$ cat src/pkg/pic_defines.svh
// constants for the pulse input counter bank
`ifndef PIC_DEFINES_SVH
`define PIC_DEFINES_SVH

`define PIC_NUM_CH 16
`define PIC_GRP_PTS 8
`define PIC_CNT_W 12
`define PIC_IDX_W 4
`define PIC_CNT_MAX 12'hfff
`define PIC_CNT_ONE 12'h001
`define PIC_CNT_ZERO 12'h000

// timing
`define PIC_CLK_PERIOD_NS 4
// single pole near 200 Hz: tau = 1/(2*pi*200 Hz), about 800 us
`define PIC_FILT_TAU_NS 800000
`define PIC_FILT_STEPS 16
`define PIC_FILT_TICK_NS (`PIC_FILT_TAU_NS / `PIC_FILT_STEPS)
`define PIC_FILT_TICK_CYC (`PIC_FILT_TICK_NS / `PIC_CLK_PERIOD_NS)
`define PIC_DIV_W 16
`define PIC_DIV_ONE 16'h0001
`define PIC_DIV_ZERO 16'h0000

// filter integrator
`define PIC_ACC_W 4
`define PIC_ACC_MAX 4'hf
`define PIC_ACC_MIN 4'h0
`define PIC_ACC_STEP 4'h1

`endif

$ cat src/pkg/pic_pkg.sv
// types for the pulse input counter bank
package pic_pkg;

    typedef enum logic [1:0] {
        PIC_VAR_LOW_DC = 2'b00,
        PIC_VAR_HIGH_DC = 2'b01,
        PIC_VAR_HIGH_AC = 2'b10
    } pic_variant_e;

    typedef struct packed {
        logic [3:0] acc;
        logic lvl;
    } pic_filt_s;

    typedef struct packed {
        logic [15:0] s1;
        logic [15:0] s2;
        logic [15:0] prev;
        logic [15:0][11:0] cnt;
        logic [15:0] ovf;
        logic [15:0] div;
        logic tick;
        logic [15:0] led;
        logic rd_valid;
        logic [11:0] rd_count;
        logic rd_ovf;
    } pic_bank_s;

    typedef struct packed {
        logic valid;
        logic [11:0] count;
        logic ovf;
    } pic_rd_s;

endpackage

$ cat src/hw/pic_filt.sv
// per-point bounce filter: integrator with hysteresis, approximating a single pole
`timescale 1ns/1ps
`include "pic_defines.svh"

module pic_filt
(
    input wire logic mclk,
    input wire logic rst,
    input wire logic tick,
    input wire logic low_speed,
    input wire logic in_lvl,
    output logic state
);

    pic_pkg::pic_filt_s r_q;
    pic_pkg::pic_filt_s r_d;

    always_comb
    begin
        r_d = r_q;
        if (tick)
        begin
            if (in_lvl && (r_q.acc != `PIC_ACC_MAX))
            begin
                r_d.acc = r_q.acc + `PIC_ACC_STEP;
            end
            else if (!in_lvl && (r_q.acc != `PIC_ACC_MIN))
            begin
                r_d.acc = r_q.acc - `PIC_ACC_STEP;
            end
        end
        // hysteresis: a bounce must outlast the full travel to flip the state
        if (r_d.acc == `PIC_ACC_MAX)
        begin
            r_d.lvl = 1'b1;
        end
        else if (r_d.acc == `PIC_ACC_MIN)
        begin
            r_d.lvl = 1'b0;
        end
    end

    always_ff @(posedge mclk or posedge rst)
    begin
        if (rst)
        begin
            r_q <= '0;
        end
        else
        begin
            r_q <= r_d;
        end
    end

    // fast variants bypass the filter so a 10 kHz pulse train is not swallowed
    assign state = low_speed ? r_q.lvl : in_lvl;

endmodule // pic_filt

$ cat src/hw/pic_bank.sv
// sixteen-point pulse counter bank with read-and-clear counters
`timescale 1ns/1ps
`include "pic_defines.svh"

module pic_bank
#(
    parameter int FILT_TICK_CYC = `PIC_FILT_TICK_CYC
)
(
    input wire logic mclk,
    input wire logic rst,
    input wire pic_pkg::pic_variant_e variant,
    input wire logic [`PIC_NUM_CH-1:0] pt_on,
    input wire logic rd_req,
    input wire logic [`PIC_IDX_W-1:0] rd_idx,
    output pic_pkg::pic_rd_s rd_rsp,
    output logic [`PIC_NUM_CH-1:0] led
);

    localparam logic [`PIC_DIV_W-1:0] DIV_LAST = FILT_TICK_CYC[`PIC_DIV_W-1:0] - `PIC_DIV_ONE;

    pic_pkg::pic_bank_s r_q;
    pic_pkg::pic_bank_s r_d;
    logic [`PIC_NUM_CH-1:0] st;
    logic low_speed;

    // only the low-speed variant suppresses bounce; fast DC relies on clean sources
    assign low_speed = (variant == pic_pkg::PIC_VAR_LOW_DC);

    // per-point filter; the group split is electrical only, logic is uniform
    genvar gi;
    generate
        for (gi = 0; gi < `PIC_NUM_CH; gi++)
        begin : g_pt
            pic_filt u_filt
            (
                .mclk(mclk),
                .rst(rst),
                .tick(r_q.tick),
                .low_speed(low_speed),
                .in_lvl(r_q.s2[gi]),
                .state(st[gi])
            );
        end
    endgenerate

    always_comb
    begin
        r_d = r_q;
        // two-flop synchroniser; s1 feeds only s2
        r_d.s1 = pt_on;
        r_d.s2 = r_q.s1;
        r_d.prev = st;
        r_d.led = st;

        // filter sample tick divider
        if (r_q.div >= DIV_LAST)
        begin
            r_d.div = `PIC_DIV_ZERO;
            r_d.tick = 1'b1;
        end
        else
        begin
            r_d.div = r_q.div + `PIC_DIV_ONE;
            r_d.tick = 1'b0;
        end

        r_d.rd_valid = rd_req;
        if (rd_req)
        begin
            r_d.rd_count = r_q.cnt[rd_idx];
            r_d.ovf = r_q.ovf;
            r_d.rd_ovf = r_q.ovf[rd_idx];
        end

        for (int i = 0; i < `PIC_NUM_CH; i++)
        begin
            if (rd_req && (rd_idx == i[`PIC_IDX_W-1:0]))
            begin
                // an edge in the read cycle starts the new count, never lost
                r_d.cnt[i] = (st[i] && !r_q.prev[i]) ? `PIC_CNT_ONE : `PIC_CNT_ZERO;
                r_d.ovf[i] = 1'b0;
            end
            else if (st[i] && !r_q.prev[i])
            begin
                // wraps after 4096 pulses; flag stays until the host reads
                r_d.cnt[i] = r_q.cnt[i] + `PIC_CNT_ONE;
                if (r_q.cnt[i] == `PIC_CNT_MAX)
                begin
                    r_d.ovf[i] = 1'b1;
                end
            end
        end
    end

    always_ff @(posedge mclk or posedge rst)
    begin
        if (rst)
        begin
            r_q <= '0;
        end
        else
        begin
            r_q <= r_d;
        end
    end

    assign rd_rsp.valid = r_q.rd_valid;
    assign rd_rsp.count = r_q.rd_count;
    assign rd_rsp.ovf = r_q.rd_ovf;
    assign led = r_q.led;

endmodule // pic_bank

$ cat config.mk
export PLATFORM = sky130hd
export DESIGN_NAME = pic_bank
export DESIGN_NICKNAME = d
export VERILOG_FILES = /design/src/pkg/pic_pkg.sv /design/src/hw/pic_filt.sv /design/src/hw/pic_bank.sv
export VERILOG_INCLUDE_DIRS = /design/src /design/src/pkg
export SDC_FILE = /design/constraint.sdc
export NUM_CORES = 1
export LEC_CHECK = 0
export BUFFER_PORTS_ARGS = -buffer_cell sky130_fd_sc_hd__buf_2
export CAP_MARGIN = 20
export CORE_UTILIZATION = 60
export DETAILED_ROUTE_END_ITERATION = 12
export PLACE_DENSITY = 0.76
export SLEW_MARGIN = 10
export SYNTH_ARGS = -nofsm -noshare
export SYNTH_HDL_FRONTEND = slang
export SYNTH_HIERARCHICAL = 1
export SYNTH_SLANG_ARGS = --single-unit
export TNS_END_PERCENT = 100
$ cat constraint.sdc
create_clock -name mclk -period 10.14 [get_ports mclk]
set_input_delay 1.521 -clock mclk [delete_from_list [all_inputs] [get_ports mclk]]
set_output_delay 1.521 -clock mclk [all_outputs]
set_load 0.02 [all_outputs]
==> impl_metrics.py <==
metrics = {
    "clock_network": {
        "ctsResizeCount": 0,
        "cts_buffers": 41,
        "hold_buffers": 0,
        "ctsHtreeMaxLevel": 2,
        "cts_buffer_depth": 3,
        "path_clk_slew_ns": 0.06,
        "cts_tree": "built",
        "post_cts.repair.setup_buffers": 0,
        "cts.sinks": 367,
        "cts-root-buf": "clkbuf_16",
        "insertion_delay_ns": 0.54,
    },
    "sta": {
        "max_freq_mhz": 291.8,
        "period_minus_slack_ns": 3.427,
        "whs_ns": 0.3472,
        "rsz0062_at_grt": "no",
        "hold_viol_final": 0,
        "relSlewSlack_pct": 39.12,
        "finalSetupViolCount": 0,
        "setup_tns_ns": 0,
        "slew_violations": 0,
        "fin_skew_ns": 0.01913,
        "tightest_slew_ns": 0.9132,
        "post-route-period-util_pct": 33.80,
    },
    "yosys": {
        "ys_seq_area_share_pct": 43.16,
        "synth_area_sq_mm": 0.02128,
        "synth_top_family_by_area": "simple AND/OR/NAND/NOR gates",
        "synth_cells": 2131,
        "postSynthRegisterBits": 367,
        "ys_types": 65,
        "syn_area_per_cell_sq_um": 9.984,
        "async_flop_share_pct": 100.0,
        "yosys.area_share.simple_pct": 20.65,
        "synth_edf_count": 0,
        "synth_adder_area_share_pct": 2.882,
        "synthXorXnorAreaFrac_pct": 7.327,
        "synth-compound-area-share_pct": 13.67,
        "synth_warnings": 6,
        "synthMuxAreaShare_pct": 6.551,
        "yosys_most_used_dff": "dfrtp_1",
    },
    "routing": {
        "firstDrtPassIters": 5,
        "drt_iter0_drc": 1519,
        "via_count": 16300,
        "wl_per_cell_um": 18.57,
        "wirelength_um": 48470,
        "viasPerCell": 6.247,
        "drc": 0,
        "ant_nets": 0,
    },
    "die": {
        "rows": 68,
        "start_util_pct": 61.29,
        "die-area_sq_mm": 0.03622,
        "core_area_sq_mm": 0.03471,
        "die_y_um": 190.3,
        "ios": 55,
        "chipWidth_um": 190.3,
    },
    "setup_path": {
        "path_max_fanout": 111,
        "critPathArrivalTime_ns": 4.01,
        "critPathCaptureType": "asynchronous set/reset pin",
        "critPathLaunchType": "input port",
        "required_ns": 10.73,
        "critPathKind": "in2async",
    },
    "global_routing": {
        "grt_pass1_vias": 15940,
        "grt_usage_pct": 27.59,
        "grt_max_degree": 112,
        "grt_pass1_wl_um": 81240,
        "antenna_found_initial": 1,
        "overflow": 0,
    },
    "job": {
        "maxCapViolations": 0,
    },
    "final_layout": {
        "drive_gt1_share_pct": 11.93,
        "layout.nets": 2200,
        "final_common_cell": "dfrtp_1",
        "fillers": 2716,
        "final_cell_area_sq_mm": 0.02290,
        "syn2layout_area_growth_pct": 7.621,
        "num_antenna_cells": 0,
        "final_cell_mix": "366 x dfrtp_1, 218 x nor2_1, 119 x inv_1",
    },
    "pwr": {
        "p_leak_nw": 9.835,
        "peakVddDrop_v": 0.0001666,
        "power_density_mw_per_mm2": 241.8,
    },
    "placement": {
        "dp_hpwl_um": 34020,
        "io_buffers": 54,
        "postPlaceCellArea_sq_mm": 0.02150,
        "routabilityCongestion": 0.8717,
    },
    "run_status": {
        "outcome": "finished clean",
    },
    "hold_path": {
        "hold_class": "reg2reg",
    },
}
final cells by class:
cell class	instances	area [sq um]	share of cell area (%)
Clock buffer	57	1189	5.191
Tap cell	455	569.3	2.486
Sequential cell	367	9188	40.12
Multi-Input combinational cell	1524	10880	47.50
Inverter	120	457.9	2.000
Clock inverter	15	212.7	0.9289
Timing Repair Buffer	72	405.4	1.770
where the power goes:
part	total (W)	internal, W	switching (W)
Sequential	0.00236	0.00180	0.000564
Clock	0.00154	0.000945	0.000599
Combinational	0.00163	0.000740	0.000887
synth_stat cells (all sizes together) (24+ instances only):
master	n	area (sq um)
clkbuf	38	152.6
xor2	87	762.0
xnor2	91	797.0
o22ai	26	162.7
ha	49	613.1
or2	33	246.5
inv	120	450.4
nand3	79	395.4
buf	83	619.4
and3	30	207.7
and2	24	150.1
a21oi	46	230.2
a221oi	29	254.0
dfrtp	367	9184
or3	47	304.0
nor2	220	828.3
a31oi	37	231.5
nand4	108	681.9
mux2i	92	920.9
nand2	78	292.8
nand2b	28	175.2
nor3	54	270.3
o21ai	89	445.4
worst max-delay path, cell delays in order:
cell and delay (ns):
buf_2 0.27, inv_8 0.58, buf_4 0.76, buf_4 0.73
flip-flops by register name, summed over array words and instances (netlist names):
| name | flops |
|---|---|
| r_d | 16 |
| led | 16 |
| g_pt.u_filt/r_q | 80 |
| r_q | 241 |
| rd_rsp | 14 |
through the flow:
stage	setup slack [ns]	power [W]	utilization (%)	cells
final	6.713	0.005536	65.96	2610
after global routing	6.281	0.005891	65.96	2610
after CTS	6.583	0.005553	65.96	2610
after detailed placement	6.025	0.003979	61.93	2538
after global placement	6.082	0.003861	61.89	2536
after floorplan	0.6983	0.003625	-	2132
metal layers:
| metal | up-vias | GRT usage, % | share of wire, % |
|---|---|---|---|
| li1 | 7676 | - | - |
| met1 | 8091 | 39.33 | 45 |
| met2 | 448 | 44.07 | 47 |
| met3 | 87 | 3.681 | 5.3 |
| met4 | 2 | 7.969 | 2.5 |
| met5 | - | 0 | 0.012 |
kinds of logic after synthesis:
family	after synthesis
AOI/OAI and AO/OA	368
xor gates and xnor gates	178
adders and majority gates	49
buffers and inverters	241
DFF	367
muxes	121
other	1
and+or+nand+nor	806
worst paths after layout:
| kind | cells past startpoint | end | slack (ns) | from |
|---|---|---|---|---|
| worst min register to register | 0 | r_q[277] | 0.35 | r_d[277] |
| worst max register to register | 5 | g_pt[0].u_filt/r_q[0] | 7.61 | r_q[30] |
| worst max-delay path | 4 | r_q[159] | 6.71 | rst |
| max in group mclk | 5 | r_q[196] | 6.82 | rd_idx[1] |
| min in group asynchronous | 2 | g_pt[12].u_filt/r_q[0] | 1.15 | rst |
| worst min-delay path | 0 | r_q[277] | 0.35 | r_d[277] |
(Power assumes the default switching activity.)
